--- config.mk ---
export PLATFORM = sky130hd
export DESIGN_NAME = asr_dev_flat
export DESIGN_NICKNAME = d
export VERILOG_FILES = /design/src/inc/asr_pkg.sv /design/src/inc/asr_link_if.sv /design/src/hw/asr_dev.sv /design/src/flat_wrapper.sv
export SDC_FILE = /design/constraint.sdc
export NUM_CORES = 1
export LEC_CHECK = 0
export BUFFER_PORTS_ARGS = -buffer_cell sky130_fd_sc_hd__buf_2
export CAP_MARGIN = 20
export CORE_UTILIZATION = 50
export DETAILED_ROUTE_END_ITERATION = 8
export GPL_TIMING_DRIVEN = 1
export PLACE_DENSITY = 0.69
export SLEW_MARGIN = 20
export SYNTH_ARGS = -nofsm -noshare
export SYNTH_HDL_FRONTEND = slang
export SYNTH_SLANG_ARGS = --single-unit
export TNS_END_PERCENT = 100
--- constraint.sdc ---
create_clock -name core_clk -period 2.8 [get_ports core_clk]
set_input_delay 0.14 -clock core_clk [delete_from_list [all_inputs] [get_ports core_clk]]
set_output_delay 0.14 -clock core_clk [all_outputs]
set_load 0.02 [all_outputs]
--- src/inc/asr_pkg.sv ---
// Purpose: Shared constants and types for the converter serial readout link.
// Assumes: One core clock on each end; the serial clock is a sampled input or a divided output.
// Notes: Conversion times are in core clock cycles of 40 ns.
`default_nettype none
package asr_pkg;
  // ==========================================================================
  // Widths and timing.
  // ==========================================================================
  localparam int ASR_DATA_W = 18;
  localparam int ASR_CNT_W = 12;
  localparam int ASR_CLK_NS = 40;
  localparam int ASR_TCONV_MIN_NS = 400;
  localparam int ASR_TCONV_MAX_NS = 500;
  localparam int ASR_TCONV_MIN_CYC = (ASR_TCONV_MIN_NS + ASR_CLK_NS - 1) / ASR_CLK_NS;
  localparam int ASR_TCONV_MAX_CYC = ASR_TCONV_MAX_NS / ASR_CLK_NS;
  localparam int ASR_SCK_HALF_CYC = 4;
  localparam int ASR_DONE_BIT = 19;
  localparam logic [17:0] ASR_RESULT_RST = 18'h00000;

  // Mode latched at the start of a conversion.
  typedef enum logic [1:0] {
    ASR_MODE_SEL = 2'b00,
    ASR_MODE_CHAIN = 2'b01,
    ASR_MODE_CHAIN_BUSY = 2'b10
  } asr_mode_t;
endpackage : asr_pkg
`default_nettype wire

--- src/inc/asr_link_if.sv ---
// Purpose: Pin-level link between the host and the converter.
// Assumes: Serial output is a tri-state pin with a pull-up in the bench.
// Notes: Wire level is resolved here from the enable.
`timescale 1ns/1ps
`default_nettype none
interface asr_link_if;
  logic convert_strobe;
  logic select_chain_in;
  logic sck;
  logic serial_out_o;
  logic serial_out_oe;
  wire serial_out;

  // Pull-up on the serial output line.
  assign serial_out = serial_out_oe ? serial_out_o : 1'b1;

  modport dev (
    input convert_strobe, select_chain_in, sck,
    output serial_out_o, serial_out_oe
  );
  modport host (
    output convert_strobe, select_chain_in, sck,
    input serial_out
  );
endinterface : asr_link_if
`default_nettype wire

--- src/hw/asr_dev.sv ---
// Purpose: Converter end: conversion timing, mode choice and serial shift-out.
// Assumes: Link pins come from outside the domain and are synchronised here.
// Notes: Conversion time is a parameter; the result comes from the user port.
`timescale 1ns/1ps
`default_nettype none
// Contract
// - select high at strobe rise: select mode, tristate
// - host holds strobe through conversion and readback
// - select and strobe low drive output low
// - host returns select low for busy indication
// - conversion end in busy mode drives output
// - result shifts out MSB first on falling edges
// - bit stays valid across both clock edges
// - tristate at 19th falling edge or select rise
// - clock low at rise: chain, busy disabled
// - host holds strobe through chain readback
// - chain without busy presents MSB at end
// - chain input shifts into result register
// - host gives eighteen clocks per converter
// - clock high at rise: chain, busy enabled
// - chain busy end drives output high
// - host gives eighteen N plus one clocks
// - host allows lower rate in chain mode; host uses the same ASR_SCK_HALF_CYC half period in every mode
// - select level at strobe rise picks mode
// - conversion finishes whatever the strobe does
module asr_dev #(
  parameter int TCONV_CYC = asr_pkg::ASR_TCONV_MAX_CYC
) (
  // Clock and reset.
  input wire logic core_clk,
  input wire logic rst,
  // Link.
  asr_link_if.dev link,
  // User side.
  input wire logic [asr_pkg::ASR_DATA_W-1:0] sample_in,
  output logic conv_busy,
  output logic conv_done
);
  import asr_pkg::*;

  // ==========================================================================
  // Synchronisers.
  // ==========================================================================
  logic [1:0] cnv_s_r, sdi_s_r, sck_s_r;
  logic cnv_d_r, sdi_d_r, sck_d_r;
  logic cnv_rise, sdi_rise, sck_fall;

  // Two flops per pin; only the second stage feeds logic.
  always_ff @(posedge core_clk or posedge rst) begin
    if (rst) begin
      cnv_s_r <= 2'h0;
      sdi_s_r <= 2'h3; // Select idles high, so reset leaves no false rise behind.
      sck_s_r <= 2'h0;
    end else begin
      cnv_s_r <= {cnv_s_r[0], link.convert_strobe};
      sdi_s_r <= {sdi_s_r[0], link.select_chain_in};
      sck_s_r <= {sck_s_r[0], link.sck};
    end
  end

  // Delayed copies for edge finding.
  always_ff @(posedge core_clk or posedge rst) begin
    if (rst) begin
      cnv_d_r <= 1'b0;
      sdi_d_r <= 1'b1;
      sck_d_r <= 1'b0;
    end else begin
      cnv_d_r <= cnv_s_r[1];
      sdi_d_r <= sdi_s_r[1];
      sck_d_r <= sck_s_r[1];
    end
  end

  assign cnv_rise = cnv_s_r[1] & ~cnv_d_r;
  assign sdi_rise = sdi_s_r[1] & ~sdi_d_r;
  assign sck_fall = ~sck_s_r[1] & sck_d_r;

  // ==========================================================================
  // Conversion timer.
  // ==========================================================================
  logic conv_r;
  logic [ASR_CNT_W-1:0] tconv_r;
  logic conv_end;
  asr_mode_t mode_r;

  // Timer ignores the strobe once started, so a dropped strobe cannot cut it short.
  assign conv_end = conv_r && (tconv_r == ASR_CNT_W'(TCONV_CYC - 1));

  always_ff @(posedge core_clk or posedge rst) begin
    if (rst) begin
      conv_r <= 1'b0;
      tconv_r <= '0;
    end else if (cnv_rise && !conv_r) begin
      conv_r <= 1'b1;
      tconv_r <= '0;
    end else if (conv_end) begin
      conv_r <= 1'b0;
    end else if (conv_r) begin
      tconv_r <= tconv_r + ASR_CNT_W'(1);
    end
  end

  // Mode is taken from the select and clock levels at the strobe rise.
  always_ff @(posedge core_clk or posedge rst) begin
    if (rst) begin
      mode_r <= ASR_MODE_SEL;
    end else if (cnv_rise && !conv_r) begin
      if (sdi_s_r[1]) begin
        mode_r <= ASR_MODE_SEL;
      end else if (sck_s_r[1]) begin
        mode_r <= ASR_MODE_CHAIN_BUSY;
      end else begin
        mode_r <= ASR_MODE_CHAIN;
      end
    end
  end

  // ==========================================================================
  // Result shift register and output.
  // ==========================================================================
  logic [ASR_DATA_W-1:0] shreg_r;
  logic [4:0] falls_r;
  logic rd_r;
  logic busy_lead_r;
  logic oe_r, out_r;

  // Readback window: opens at conversion end; closes at bit 19 or select rise in select mode, at strobe fall in chain modes.
  always_ff @(posedge core_clk or posedge rst) begin
    if (rst) begin
      rd_r <= 1'b0;
      falls_r <= 5'h00;
    end else if (conv_end) begin
      rd_r <= 1'b1;
      falls_r <= 5'h00;
    end else if (rd_r && mode_r == ASR_MODE_SEL &&
                 (sdi_rise || (sck_fall && falls_r == 5'(ASR_DONE_BIT - 1)))) begin
      rd_r <= 1'b0;
    end else if (!cnv_s_r[1] && mode_r != ASR_MODE_SEL) begin
      rd_r <= 1'b0;
    end else if (rd_r && sck_fall) begin
      falls_r <= falls_r + 5'h01;
    end
  end

  // Busy lead bit in front of data for select-busy and chain-busy modes.
  always_ff @(posedge core_clk or posedge rst) begin
    if (rst) begin
      busy_lead_r <= 1'b0;
    end else if (conv_end) begin
      busy_lead_r <= (mode_r != ASR_MODE_CHAIN);
    end else if (sck_fall) begin
      busy_lead_r <= 1'b0;
    end
  end

  // Load at end, then shift on each falling edge after any busy lead bit; chain feeds the select input in.
  always_ff @(posedge core_clk or posedge rst) begin
    if (rst) begin
      shreg_r <= ASR_RESULT_RST;
    end else if (conv_end) begin
      shreg_r <= sample_in;
    end else if (rd_r && sck_fall && !busy_lead_r) begin
      if (mode_r == ASR_MODE_SEL) begin
        shreg_r <= {shreg_r[ASR_DATA_W-2:0], 1'b0};
      end else begin
        shreg_r <= {shreg_r[ASR_DATA_W-2:0], sdi_s_r[1]};
      end
    end
  end

  // Output pin drive; the bit changes only on falling edges so it holds across both.
  always_ff @(posedge core_clk or posedge rst) begin
    if (rst) begin
      oe_r <= 1'b0;
      out_r <= 1'b0;
    end else if (cnv_rise && !conv_r) begin
      // The mode register changes on this same edge, so decide from the select level.
      oe_r <= !sdi_s_r[1];
      out_r <= 1'b0;
    end else if (!sdi_s_r[1] && !cnv_s_r[1]) begin
      oe_r <= 1'b1;
      out_r <= 1'b0;
    end else if (conv_r || !rd_r) begin
      oe_r <= (mode_r != ASR_MODE_SEL); // Chain drives low, so the busy rise is an edge.
      out_r <= 1'b0;
    end else if (mode_r == ASR_MODE_SEL && sdi_s_r[1]) begin
      oe_r <= 1'b0;
      out_r <= 1'b0;
    end else begin
      oe_r <= 1'b1;
      out_r <= busy_lead_r ? (mode_r == ASR_MODE_CHAIN_BUSY) : shreg_r[ASR_DATA_W-1];
    end
  end

  assign link.serial_out_o = out_r;
  assign link.serial_out_oe = oe_r;

  // Status outputs for the user side.
  always_ff @(posedge core_clk or posedge rst) begin
    if (rst) begin
      conv_busy <= 1'b0;
      conv_done <= 1'b0;
    end else begin
      conv_busy <= conv_r;
      conv_done <= conv_end;
    end
  end
endmodule : asr_dev
`default_nettype wire

--- src/flat_wrapper.sv ---
// flat-port wrapper written by rule: the top's interface ports become plain ports
module asr_dev_flat import asr_pkg::*;
#(
  parameter int TCONV_CYC = asr_pkg::ASR_TCONV_MAX_CYC
)
  (core_clk, rst, sample_in, conv_busy, conv_done, link_convert_strobe, link_select_chain_in, link_sck, link_serial_out_o, link_serial_out_oe);
  asr_link_if link_i ();
  input wire logic core_clk;
  input wire logic rst;
  input wire logic [asr_pkg::ASR_DATA_W-1:0] sample_in;
  output logic conv_busy;
  output logic conv_done;
  input wire logic [$bits(link_i.convert_strobe)-1:0] link_convert_strobe;
  input wire logic [$bits(link_i.select_chain_in)-1:0] link_select_chain_in;
  input wire logic [$bits(link_i.sck)-1:0] link_sck;
  output wire logic [$bits(link_i.serial_out_o)-1:0] link_serial_out_o;
  output wire logic [$bits(link_i.serial_out_oe)-1:0] link_serial_out_oe;
  assign link_i.convert_strobe = link_convert_strobe;
  assign link_i.select_chain_in = link_select_chain_in;
  assign link_i.sck = link_sck;
  assign link_serial_out_o = link_i.serial_out_o;
  assign link_serial_out_oe = link_i.serial_out_oe;
  asr_dev #(.TCONV_CYC(TCONV_CYC)) u_core (.core_clk(core_clk), .rst(rst), .link(link_i), .sample_in(sample_in), .conv_busy(conv_busy), .conv_done(conv_done));
endmodule
# Word level (Yosys, flattened, before mapping)
# Cells that the tools add are included.
# Widths: inputs -> output; s select.
[word_totals]
regBits = 53
input_bits = 23
elab_cells = 87
[op_classes]
addsub = 2
eq_ne = 7
mux = 28
bitwise = 6
reduce_logical = 27
[ops]
columns = ["op", "count"]
rows = [
  ["$mux 12", 3],
  ["$mux 18", 2],
  ["$mux 5", 4],
  ["$mux 1", 17],
  ["$add 12x1->12 const B", 1],
  ["$eq 12x4->1 const B", 1],
  ["$reduce_bool 2->1", 6],
  ["$logic_and 1x1->1", 10],
  ["$ne 2x1->1 const B", 3],
  ["$add 5x1->5 const B", 1],
  ["$eq 5x5->1 const B", 1],
  ["$logic_not 1->1", 5],
  ["$mux 2", 2],
  ["$and 1x1->1", 3],
  ["$not 1->1", 3],
  ["$reduce_and 3->1", 1],
  ["$reduce_bool 3->1", 1],
  ["$eq 2x2->1 const B", 1],
  ["$logic_not 2->1", 1],
  ["$logic_or 1x1->1", 2],
  ["$ne 2x2->1 const B", 1],
  ["$reduce_and 2->1", 1],
]

# Logic depth before layout (Yosys ltp)
# Gate-level depths: netlist of the first run.
[depth]
depth_word = 7
mapped_depth = 6

# Worst setup path before layout of the first run
# Ideal clock, no wire load.
[synth_path]
path_kind = "reg2reg"
start = "register u_core.falls_r[0]"
end = "register u_core.falls_r[3]"
setup_ns = 0.078
arrival_time_ns = 1.856
slack_ns = 0.866
stages_incl_launch_ff = 7
path_buffers = 0
synth_period_minus_slack_ns = 1.934
cell_sequence = "dfrtp_1 inv_1 ha_1 and4bb_1 o41a_1 or4_1 a21boi_1"
[synth_via]
elab_chain_len = 6
[synth_rtl]
columns = ["item", "line_no", "text"]
rows = [
  ["from (decl)", "asr_dev.sv:122", "logic [4:0] falls_r;"],
  ["from (signal assigned)", "asr_dev.sv:141", "falls_r <= falls_r + 5'h01;"],
  ["parallel branches: the longest is 6 deep, another holds $add 5x1->5", "-", ""],
]
# Parallel ways; which one is timed is not known. The select of a mux whose other input is x is not followed.
# A chain may end at the register's enable or synchronous reset.

# Worst setup path in the final report of the first run
[layout_path]
start = "register u_core.falls_r[0]"
end = "register u_core.falls_r[4]"
# The elaborated chain is that of the path after synthesis.

==> summary.md, run 1 <==
| Metric | Value |
|---|---|
| Seq/Total Area, Yosys | approximately 56% |
| R2R cell count | 6 |
| WP data arrival | roughly 2.3 ns |
| Mean routed wirelength per cell | approximately 14 microns |
| Ys async rst share | 100% |
| Achievable Freq | 477 MHz |
| Row Count | 24 |
| Initial Utilization | between 50% and 60% |
| Hold slack | -0.0154 ns |
| Post-place setup slack | 0.734 ns |
| Sink Count | between 50 and 60 |
| Antenna Nets Post-Route | 0 |
| Most numerous cell in the Yosys netlist | dfrtp_1 |
| Multi-input gate area | 993 sq um |
| Max-cap viol count | 0 |
| Pleak | 1.19 nW |
| GR Util All Layers | around a fifth |
| H-tree levels | 2 |
| CTS clk-pin slew, worst paths | ~0.09 ns |
| Min Tclk post-route | 2.10 ns |
| Synthesized Nets | between 200 and 300 |
| Chip Width | a little over 70 microns |
| CTS tree | done |
| Synth-to-Final Area Change | 14.8% |
| # fillers | 380 |
| Largest net degree at the start of global routing | 42 |
| Core ar. | 4470 sq um |
| First-pass GRT wire length | roughly 7500 microns |
| Metal3 WL | 103 microns |
| DRC errors left | 0 |
| Via Count | approximately 1700 |
| CP startpoint | u_core.falls_r[0] |
| Nets | around 290 |
| Startpoint Class | flip-flop |
| Clk_skew | around 0.0081 ns |
| Distinct cells, synth | 37 |
| Setup Crit Path Kind | reg -> reg |
| Overflow after GRT | 0 |
| Die area | around 5000 sq um |
| Power Dens Cells | between 800 and 900 nW/um^2 |
| Final WS setup | about 0.70 ns |
| Ys Warns | 0 |
| CP required | a little over 3 ns |
| Final Setup Violations | 0 |
| Gate family responsible for the most delay along the worst path | simple AND/OR/NAND/NOR gates |
| FF-to-FF End | u_core.falls_r[4] |
| Diodes inserted | 0 |
| Leading register cell type out of synthesis | dfrtp_1 |
| Top post-synthesis cells by area | dfrtp_1 52%, mux2i_1 8.8%, a21oi_1 5.2% |
| Slew Limit Headroom | between 40% and 50% |
| CTS buffer count | 5 |
| Router iterations before antenna repair | 6 |
| CP Max Fanout | 9 |
| CTS Buffer Depth | 2 |
| Fin crit share | 74.9% |
| Clock root cell | clkbuf_8 |
| Buf+Inv Stages, Crit Path | 1 |
| Worst min-delay path category | in -> async |
| Slowest cell on the critical path | or4_1 |
| FF-to-FF Start | u_core.falls_r[0] |
| Worst-Skew Late Latency | about 0.31 ns |
| Register bit total from synthesis | between 50 and 60 |
| Placer congestion estimate | roughly 0.82 |
| Outcome | complete, but fails checks |
| Synth top area share | between 50% and 60% |
| WL met2 | 1860 microns |
| Worst VDD drop | 0.498 mV |
| Violated checks | hold timing |
| Port Buffers | 26 |
| Synth cell count leaders | 50 x dfrtp_1, 25 x a21oi_1, 25 x nor2_1, 21 x mux2i_1, 13 x nand2_1 |
| 1st-iter DRT viols | approximately 120 |
| Unrepaired setup endpoints after global routing | no |
| Layout cells sized above 1 | around 18% |
| Crit-path max cell delay | between 0.5 and 0.6 ns |
| Crit end category | flip-flop |
| Boundary pin count | 27 |
| Post-DP HPWL | just under 3000 microns |
| M1 WL | around 2200 microns |
| Setup bufs post-CTS | 0 |
| Number of global-route vias before repair | between 1500 and 2000 |
| Antenna violations before repair | 0 |
| Post-synth EDFFs | 0 |
| Cell Chain, Critical Path | inv_1 -> ha_1 -> and4bb_1 -> o41a_1 -> or4_1 -> a21boi_1 |
| Max-slew violation count | 0 |
| Uppermost layer routed | met4 |
| Mean post-synth cell area | about 11 sq um |
| Worst Tran Pin Value | just over 0.8 ns |
| Die height | 71.0 microns |
| Post-Syn Area | approximately 2400 sq um |
| WL final | approximately 4300 microns |
| Register Area | ~1300 sq um |
| Final Hold Fails | 16 |
| Synth Instances | 225 |
| Worst R2R Setup Slack | between 0.7 and 0.8 ns |
| Drt via density | between 5 and 6 |
| Area leader, netlist | dfrtp_1 |
| TNS Setup | 0 ns |
-- report_power, final --
| part | switching (W) | total [W] | leakage, nW | internal, W |
|---|---|---|---|---|
| registers | 0.000180 | 0.00118 | 0.652 | 0.000999 |
| logic | 0.000324 | 0.000601 | 0.483 | 0.000277 |
| clock network | 0.000245 | 0.000536 | 0.0574 | 0.000291 |
| total | 0.000749 | 0.00231 | 1.19 | 0.00157 |
-- logic make-up after synthesis --
group	share of synthesized area, %
simple gates	18.1
flops	55.8
compound gates	11.4
mux	8.82
buf+inv	2.52
xor+xnor	1.84
fa+ha+maj	1.57
-- worst reg2reg max path, delay by kind of cell, from the launching register on --
kind            cells  cell delay (ns)
simple gates        2             0.74
compound gates      2             0.63
flops               1             0.41
fa+ha+maj           1             0.20
buf+inv             1             0.06
-- worst max-delay path by stage --
| stage | endpoint | slack (ns) | cells after the start |
|---|---|---|---|
| final | u_core.falls_r[4] | 0.70 | 6 |
| after global routing | u_core.shreg_r[9] | 0.48 | 4 |
| after CTS | u_core.falls_r[3] | 0.70 | 4 |
| after detailed placement | u_core.falls_r[3] | 0.73 | 4 |
| after global placement | u_core.falls_r[4] | 0.79 | 6 |
| after floorplan | u_core.falls_r[3] | 0.87 | 6 |
-- layout make-up --
type | instances | area share, %
Clock buffer | 6 | 3.02
Clock inverter | 2 | 1.37
Inverter | 8 | 1.10
Multi-Input combinational cell | 157 | 36.3
Sequential cell | 53 | 48.6
Tap cell | 52 | 2.38
Timing Repair Buffer | 34 | 7.22
-- per-layer routing --
layer | track usage, % | vias to the layer above
met4 | 6.00 | 0
met2 | 28.0 | 22
li1 | - | 863
met3 | 4.27 | 6
met5 | 0 | -
met1 | 28.1 | 793
-- state kept, by name, indices dropped and copies added (netlist names) --
register	flops
u_core.busy_lead_r	1
u_core.cnv_d_r	1
u_core.cnv_s_r	2
u_core.conv_busy	1
u_core.conv_done	1
u_core.conv_r	1
u_core.falls_r	5
u_core.link.serial_out_o	1
u_core.link.serial_out_oe	1
u_core.mode_r	2
u_core.rd_r	1
u_core.sck_d_r	1
u_core.sck_s_r	2
u_core.sdi_d_r	1
u_core.sdi_s_r	2
u_core.shreg_r	18
u_core.tconv_r	12
-- timing repair --
item,4_1_cts,5_1_grt
gates resized for setup,0,0
endpoints found under the hold margin,3,0
hold buffers,3,0
-- layout by cell type (no fill, tap or decap), drive strengths merged, types with 4 or more instances in the layout --
cell and count:
dfrtp 50, nand3 5, clkbuf 6, buf 31
nand2b 4, nor2b 8, mux2i 21, or3 6
a21boi 4, nor2 26, inv 8, a21oi 25
nand2 13, o21ai 9
-- stage by stage --
stage | hold WS [ns] | instances | instance area [sq um] | util [%] | total power (W)
final | -0.0154 | 312 | 2740 | 61.2 | 0.00231
after global routing | 0.0612 | 312 | 2740 | 61.2 | 0.00248
after CTS | 0.0124 | 312 | 2740 | 61.2 | 0.00233
after detailed placement | 0.253 | 301 | 2590 | 57.8 | 0.00179
after global placement | 0.246 | 301 | 2590 | 57.8 | 0.00176
after floorplan | 0.144 | 225 | 2380 | - | 0.00162
No activity file was read; power rests on OpenSTA's default activity.
==> run 2, diff against run 1 <==
--- a/config.mk
+++ b/config.mk
@@ -10,7 +10,7 @@
 export CORE_UTILIZATION = 50
 export DETAILED_ROUTE_END_ITERATION = 8
 export GPL_TIMING_DRIVEN = 1
-export PLACE_DENSITY = 0.69
+export PLACE_DENSITY = 0.72
 export SLEW_MARGIN = 20
 export SYNTH_ARGS = -nofsm -noshare
 export SYNTH_HDL_FRONTEND = slang
==> constraint.sdc (replaced) <==
create_clock -name core_clk -period 1.9 [get_ports core_clk]
set_input_delay 0.095 -clock core_clk [delete_from_list [all_inputs] [get_ports core_clk]]
set_output_delay 0.095 -clock core_clk [all_outputs]
set_load 0.02 [all_outputs]
==> run 2 against run 1 <==
- the run now ends clean
- setup slack lost 0.61 ns
- flip-flop and latch count is the same
- first-iteration DRC count shrank 0.87%
- largest cell class unchanged
- largest power group unchanged
==> summary.md, run 2 (synthesis results as in run 1) <==
| Metric | Value |
|---|---|
| CTS clk-pin slew, worst paths | around 0.090 ns |
| Number of instances in the placed design | 306 |
| Largest net degree at the start of global routing | 28 |
| Fin crit share | a little over nine tenths |
| Achievable Freq | 554 MHz |
| Setup Crit Path Kind | reg -> reg |
| Crit-path max cell delay | 0.43 ns |
| Router iterations before antenna repair | 6 |
| Number of global-route vias before repair | ~1600 |
| WL final | ~4400 microns |
| Max-slew violation count | 0 |
| H-tree levels | 2 |
| Post-Layout Cell Count | approximately 320 |
| CTS tree | done |
| Final Hold Fails | 0 |
| WL met2 | about 2000 microns |
| Hold_sp | sample_in[11] |
| Outcome | complete, no violations |
| Post-DP HPWL | 2930 microns |
| Min Tclk post-route | between 1.5 and 2 ns |
| Mean routed wirelength per cell | 13.8 microns |
| Max FFs per register | 18 |
| Die area | 5050 sq um |
| DRC errors left | 0 |
| Clk_skew | 0.0124 ns |
| Startpoint Class | flip-flop |
| Row Count | 24 |
| Final Setup Violations | 0 |
| Power Dens Cells | about 1200 nW/um^2 |
| Slowest cell on the critical path | or4_1 |
| Hold Path Depth | 3 |
| Overflow after GRT | 0 |
| Slew Limit Headroom | 58.3% |
| Unrepaired setup endpoints after global routing | yes |
| Multi-input gate area | 1010 sq um |
| FF-to-FF End | u_core.falls_r[3] |
| Antenna violations before repair | 0 |
| Worst VDD drop | ~0.68 mV |
| TNS Setup | 0 ns |
| CTS buffer count | 5 |
| First-pass GRT wire length | 7380 microns |
| Most frequent cells in the layout | 50 x dfrtp_1, 26 x buf_2, 25 x a21oi_1, 25 x nor2_1, 21 x mux2i_1 |
| CTS Buffer Depth | 2 |
| Layout cells sized above 1 | approximately 20% |
| Clock root cell | clkbuf_8 |
| Initial Utilization | between 50% and 60% |
| Crit end category | flip-flop |
| 1st-iter DRT viols | roughly 110 |
| Port Buffers | 26 |
| Max-cap viol count | 0 |
| Via Count | ~1800 |
| Leading cell type in the layout, fill and taps excluded | dfrtp_1 |
| FF-to-FF Start | u_core.falls_r[0] |
| Worst min-delay path category | in -> reg |
| M1 WL | around 2200 microns |
| Biggest regs | u_core.shreg_r x18, u_core.tconv_r x12, u_core.falls_r x5 |
| Placer congestion estimate | 0.827 |
| Nets | between 200 and 300 |
| Core ar. | 4470 sq um |
| Final core utilization | a little over three fifths |
| Pleak | ~1.2 nW |
| GR Util All Layers | about a fifth |
| Sink Count | 53 |
| Die height | 71.0 microns |
| Boundary pin count | 27 |
| Diodes inserted | 0 |
| Reg with most FFs | u_core.shreg_r |
| # fillers | approximately 370 |
| CP required | about 2.1 ns |
| Worst R2R Setup Slack | around 0.094 ns |
| Uppermost layer routed | met4 |
| Antenna Nets Post-Route | 0 |
| Hold Path Sink | u_core.shreg_r[11] |
| CP Max Fanout | 7 |
| Register Area | roughly 1300 sq um |
| R2R cell count | 6 |
| Synth-to-Final Area Change | 18.0% |
| Chip Width | 71.0 microns |
| Worst Tran Pin Value | about 0.62 ns |
| Worst-Skew Late Latency | roughly 0.31 ns |
| Cell Chain, Critical Path | inv_1 -> ha_2 -> and4bb_1 -> o41a_1 -> or4_1 -> a21boi_1 |
| WP data arrival | 2.04 ns |
| Drt via density | 5.51 |
| Metal3 WL | roughly 130 microns |
## run 2: cell types whose count changed in the layout (fill, tap and decap cells not counted), moves of 2 or more
| cell | previous run | this run |
|---|---|---|
| or3_4 | 0 | 2 |
| a21boi_2 | 0 | 2 |
| buf_4 | 5 | 8 |
| or3_2 | 2 | 0 |
| a21boi_0 | 2 | 0 |
| buf_12 | 0 | 3 |
## run 2: routing by layer
metal  vias up  GRT usage [%]
li1        874              -
met1       833           27.6
met2        38           28.2
met3         7           3.42
met4         0           9.33
met5         -              0
## run 2: worst max-delay path by stage
stage                      startpoint                 to  slack [ns]  depth (start not counted)
floorplan           u_core.falls_r[0]  u_core.falls_r[3]        0.02                          6
global placement    u_core.falls_r[0]  u_core.falls_r[3]       0.005                          6
detailed placement  u_core.falls_r[0]  u_core.falls_r[0]        -0.1                          6
CTS                 u_core.falls_r[0]  u_core.falls_r[3]      -0.003                          6
global route        u_core.falls_r[0]  u_core.falls_r[4]      -0.005                          6
finish              u_core.falls_r[0]  u_core.falls_r[3]        0.09                          6
## run 2: critical path: cells and delay by family, from the launching register on
kind | cells | cell delay (ns)
simple gates | 2 | 0.63
compound gates | 2 | 0.55
flops | 1 | 0.35
fa+ha+maj | 1 | 0.16
buf+inv | 1 | 0.05
## run 2: stage by stage
step	total power (W)	setup slack, ns	hold slack [ns]	instance area (sq um)
floorplan	0.00238	0.0229	0.0995	2380
global placement	0.00267	0.00467	0.195	2660
detailed placement	0.00271	-0.0988	0.196	2660
CTS	0.00337	-0.00285	0.0240	2810
global route	0.00359	-0.00503	0.0316	2810
finish	0.00335	0.0943	0.0304	2810
## run 2: area by class of cell
class,count,area share [%]
repair buffers,41,10.3
clock buffers,7,3.07
flip-flops and latches,53,47.3
well taps,52,2.31
multi-input cells,157,35.9
inverters,8,1.07
## run 2: where the power goes
| group | leakage, nW | switching (W) | internal [W] |
|---|---|---|---|
| registers | 0.652 | 0.000222 | 0.00147 |
| clock network | 0.0443 | 0.000352 | 0.000290 |
| logic | 0.534 | 0.000537 | 0.000483 |
## run 2: what timing repair did
action | in CTS | in global routing
setup endpoints to repair | 4 | 5
hold endpoints to repair | 28 | 0
setup buffers | 1 | 0
hold buffers | 4 | 0
resized for setup | 7 | 0
pin swaps | 6 | 1
==> run 3, diff against run 2 <==
==> constraint.sdc (replaced) <==
create_clock -name core_clk -period 1.47 [get_ports core_clk]
set_input_delay 0.0735 -clock core_clk [delete_from_list [all_inputs] [get_ports core_clk]]
set_output_delay 0.0735 -clock core_clk [all_outputs]
set_load 0.02 [all_outputs]
==> run 3 against run 2 <==
- the flow now finishes with violations (hold timing, setup timing)
- sequential power up 30%
- final cell count grew 12%
- largest cell class unchanged
- via count is 14% higher
- sequential share of layout area fell by 9.0 points
- count of clock-buffer cells in the layout did not move
- utilization increased by 15 points
- global-route usage is 6.4 points higher
- flip-flop and latch count stayed put
- register-to-register slack worse by 0.50 ns
- hold slack got worse by 0.033 ns
- wire length rose by 32%
==> summary.md, run 3 (synthesis results as in run 1) <==
| Metric | Value |
|---|---|
| Violated checks | hold timing, setup timing |
| Comb pwr share | approximately two fifths |
| Slowest cell on the critical path | or4_1 |
| Core ar. | ~4500 sq um |
| DRC errors left | 0 |
| FF-to-FF Start | u_core.falls_r[1] |
| Chip Width | between 70 and 80 microns |
| Layout cells sized above 1 | approximately two fifths |
| Mean routed wirelength per cell | between 15 and 20 microns |
| Post-DP HPWL | approximately 3300 microns |
| Drt via density | 5.61 |
| Port Buffers | 26 |
| Leading cell type in the layout, fill and taps excluded | dfrtp_1 |
| Power Internal | 0.00355 W |
| WL final | approximately 5800 microns |
| Placer congestion estimate | around 0.8 |
| Synth-to-Final Area Change | 45.6% |
| Outcome | complete, but fails checks |
| Hold_sp | sample_in[11] |
| Final Hold Fails | 2 |
| Sink Count | 53 |
| Setup Crit Path Kind | reg -> reg |
| WP data arrival | between 2 and 2.5 ns |
| Die area | 5050 sq um |
| Nets | 330 |
| Startpoint Class | flip-flop |
| Hold Path Sink | u_core.shreg_r[11] |
| Hold slack | -0.00230 ns |
| Min Tclk post-route | 1.87 ns |
| Via Count | roughly 2000 |
| FF-to-FF End | u_core.falls_r[3] |
| Worst R2R Setup Slack | -0.40 ns |
| H-tree levels | 2 |
| Max FFs per register | 18 |
| Clk_skew | approximately 0.011 ns |
| Cell Chain, Critical Path | ha_4 -> and4bb_1 -> o41a_1 -> or4_1 -> a21boi_1 |
| Antenna violations before repair | 0 |
| Reg with most FFs | u_core.shreg_r |
| Antenna Nets Post-Route | 0 |
| Worst VDD drop | between 0.9 and 1 mV |
| Biggest regs | u_core.shreg_r x18, u_core.tconv_r x12, u_core.falls_r x5 |
| Worst Tran Pin Value | 0.453 ns |
| 1st-iter DRT viols | 126 |
| Hold Path Depth | 3 |
| Initial Utilization | between 50% and 60% |
| DP Area | ~2900 sq um |
| Unrepaired setup endpoints after global routing | yes |
| Final Setup Violations | 32 |
| Boundary pin count | 27 |
| Design Area, Final | between 3000 and 4000 sq um |
| Sequential share of power | 40.9% |
| Final core utilization | between 70% and 80% |
| Largest net degree at the start of global routing | 24 |
| GR Util All Layers | around 26% |
| CTS tree | done |
| Worst min-delay path category | in -> reg |
| Number of instances in the placed design | 328 |
| CTS buffer count | 5 |
| Crit-path max cell delay | 0.45 ns |
| Power Dens Cells | ~1600 nW/um^2 |
| # fillers | 280 |
| Clock root cell | clkbuf_8 |
| R2R cell count | 5 |
| Slew Limit Headroom | 69.8% |
| Die height | between 70 and 80 microns |
| CTS Buffer Depth | 2 |
| Sw frac | between 30% and 40% |
| Crit end category | flip-flop |
| Worst-Skew Late Latency | 0.32 ns |
| CP Max Fanout | 6 |
| CP required | 1.72 ns |
| Max-slew violation count | 0 |
| Max-cap viol count | 0 |
| Row Count | 24 |
| Final WS setup | -0.403 ns |
| Pleak | ~1.5 nW |
| CTS clk-pin slew, worst paths | 0.10 ns |
| Post-Layout Cell Count | 357 |
| Diodes inserted | 0 |
| Router iterations before antenna repair | 6 |
| Clock power share | a little under a fifth |
| Number of global-route vias before repair | between 2000 and 2500 |
| Overflow after GRT | 0 |
| Most frequent cells in the layout | 50 x dfrtp_1, 31 x buf_4, 26 x buf_2 |
| Fin crit share | 127% |
| First-pass GRT wire length | ~9800 microns |
| Post-place setup slack | -0.350 ns |
| P_sw | 0.00184 W |
| Achievable Freq | 534 MHz |
-- run 3: worst max-delay path, delay by kind of cell, from the launching register on --
| family | cells | cell delay (ns) |
|---|---|---|
| AND/OR/NAND/NOR | 2 | 0.66 |
| adder cells (fa/ha/maj) | 1 | 0.17 |
| AO/OA/AOI/OAI | 2 | 0.56 |
| flip-flops | 1 | 0.42 |
-- run 3: repair_timing --
item | 4_1_cts | 5_1_grt
resized for setup | 36 | 27
endpoints found under the setup margin | 31 | 36
hold buffers | 13 | 0
endpoints found under the hold margin | 28 | 0
pin swaps | 5 | 9
cloned | 3 | 0
setup buffers | 2 | 5
-- run 3: per-layer routing --
metal  up-vias  GRT usage [%]  wire [microns]
met3         7           5.84             194
met4         0           7.78              82
met5         -              0               0
met2        46           42.1            2910
met1      1003           33.9            2590
li1        947              -               -
-- run 3: worst max-delay path by stage --
stage | endpoint | cells past startpoint | slack, ns | from
finish | u_core.falls_r[3] | 5 | -0.40 | u_core.falls_r[1]
global route | u_core.falls_r[3] | 6 | -0.43 | u_core.falls_r[0]
CTS | u_core.falls_r[3] | 6 | -0.38 | u_core.falls_r[0]
detailed placement | u_core.falls_r[3] | 6 | -0.35 | u_core.falls_r[0]
global placement | u_core.falls_r[3] | 6 | -0.27 | u_core.falls_r[0]
floorplan | u_core.falls_r[3] | 6 | -0.28 | u_core.falls_r[0]
-- run 3: area by class of cell --
class	count	area, sq um	area share, %
repair buffers	79	662	19.1
multi-input cells	157	1260	36.4
well taps	52	65.1	1.88
inverters	8	35.0	1.01
clock buffers	7	86.3	2.49
flip-flops and latches	53	1330	38.3
clock inverters	1	30.0	0.865
-- run 3: stage by stage --
step / total power [W] / hold slack [ns] / setup TNS, ns
floorplan: 0.00311 / 0.0780 / -1.13
global placement: 0.00363 / 0.0980 / -2.30
detailed placement: 0.00368 / 0.101 / -2.85
CTS: 0.00509 / 0.0000855 / -4.57
global route: 0.00569 / 0.00256 / -6.84
finish: 0.00539 / -0.00230 / -4.24
-- run 3: power by group through the flow --
stage	clock [W]	sequential [W]	combinational, W
after global routing	0.00109	0.00225	0.00235
after global placement	0	0.00218	0.00145
after detailed placement	0	0.00219	0.00149
final	0.00103	0.00220	0.00216
after CTS	0.00104	0.00216	0.00189
after floorplan	0	0.00221	0.000897
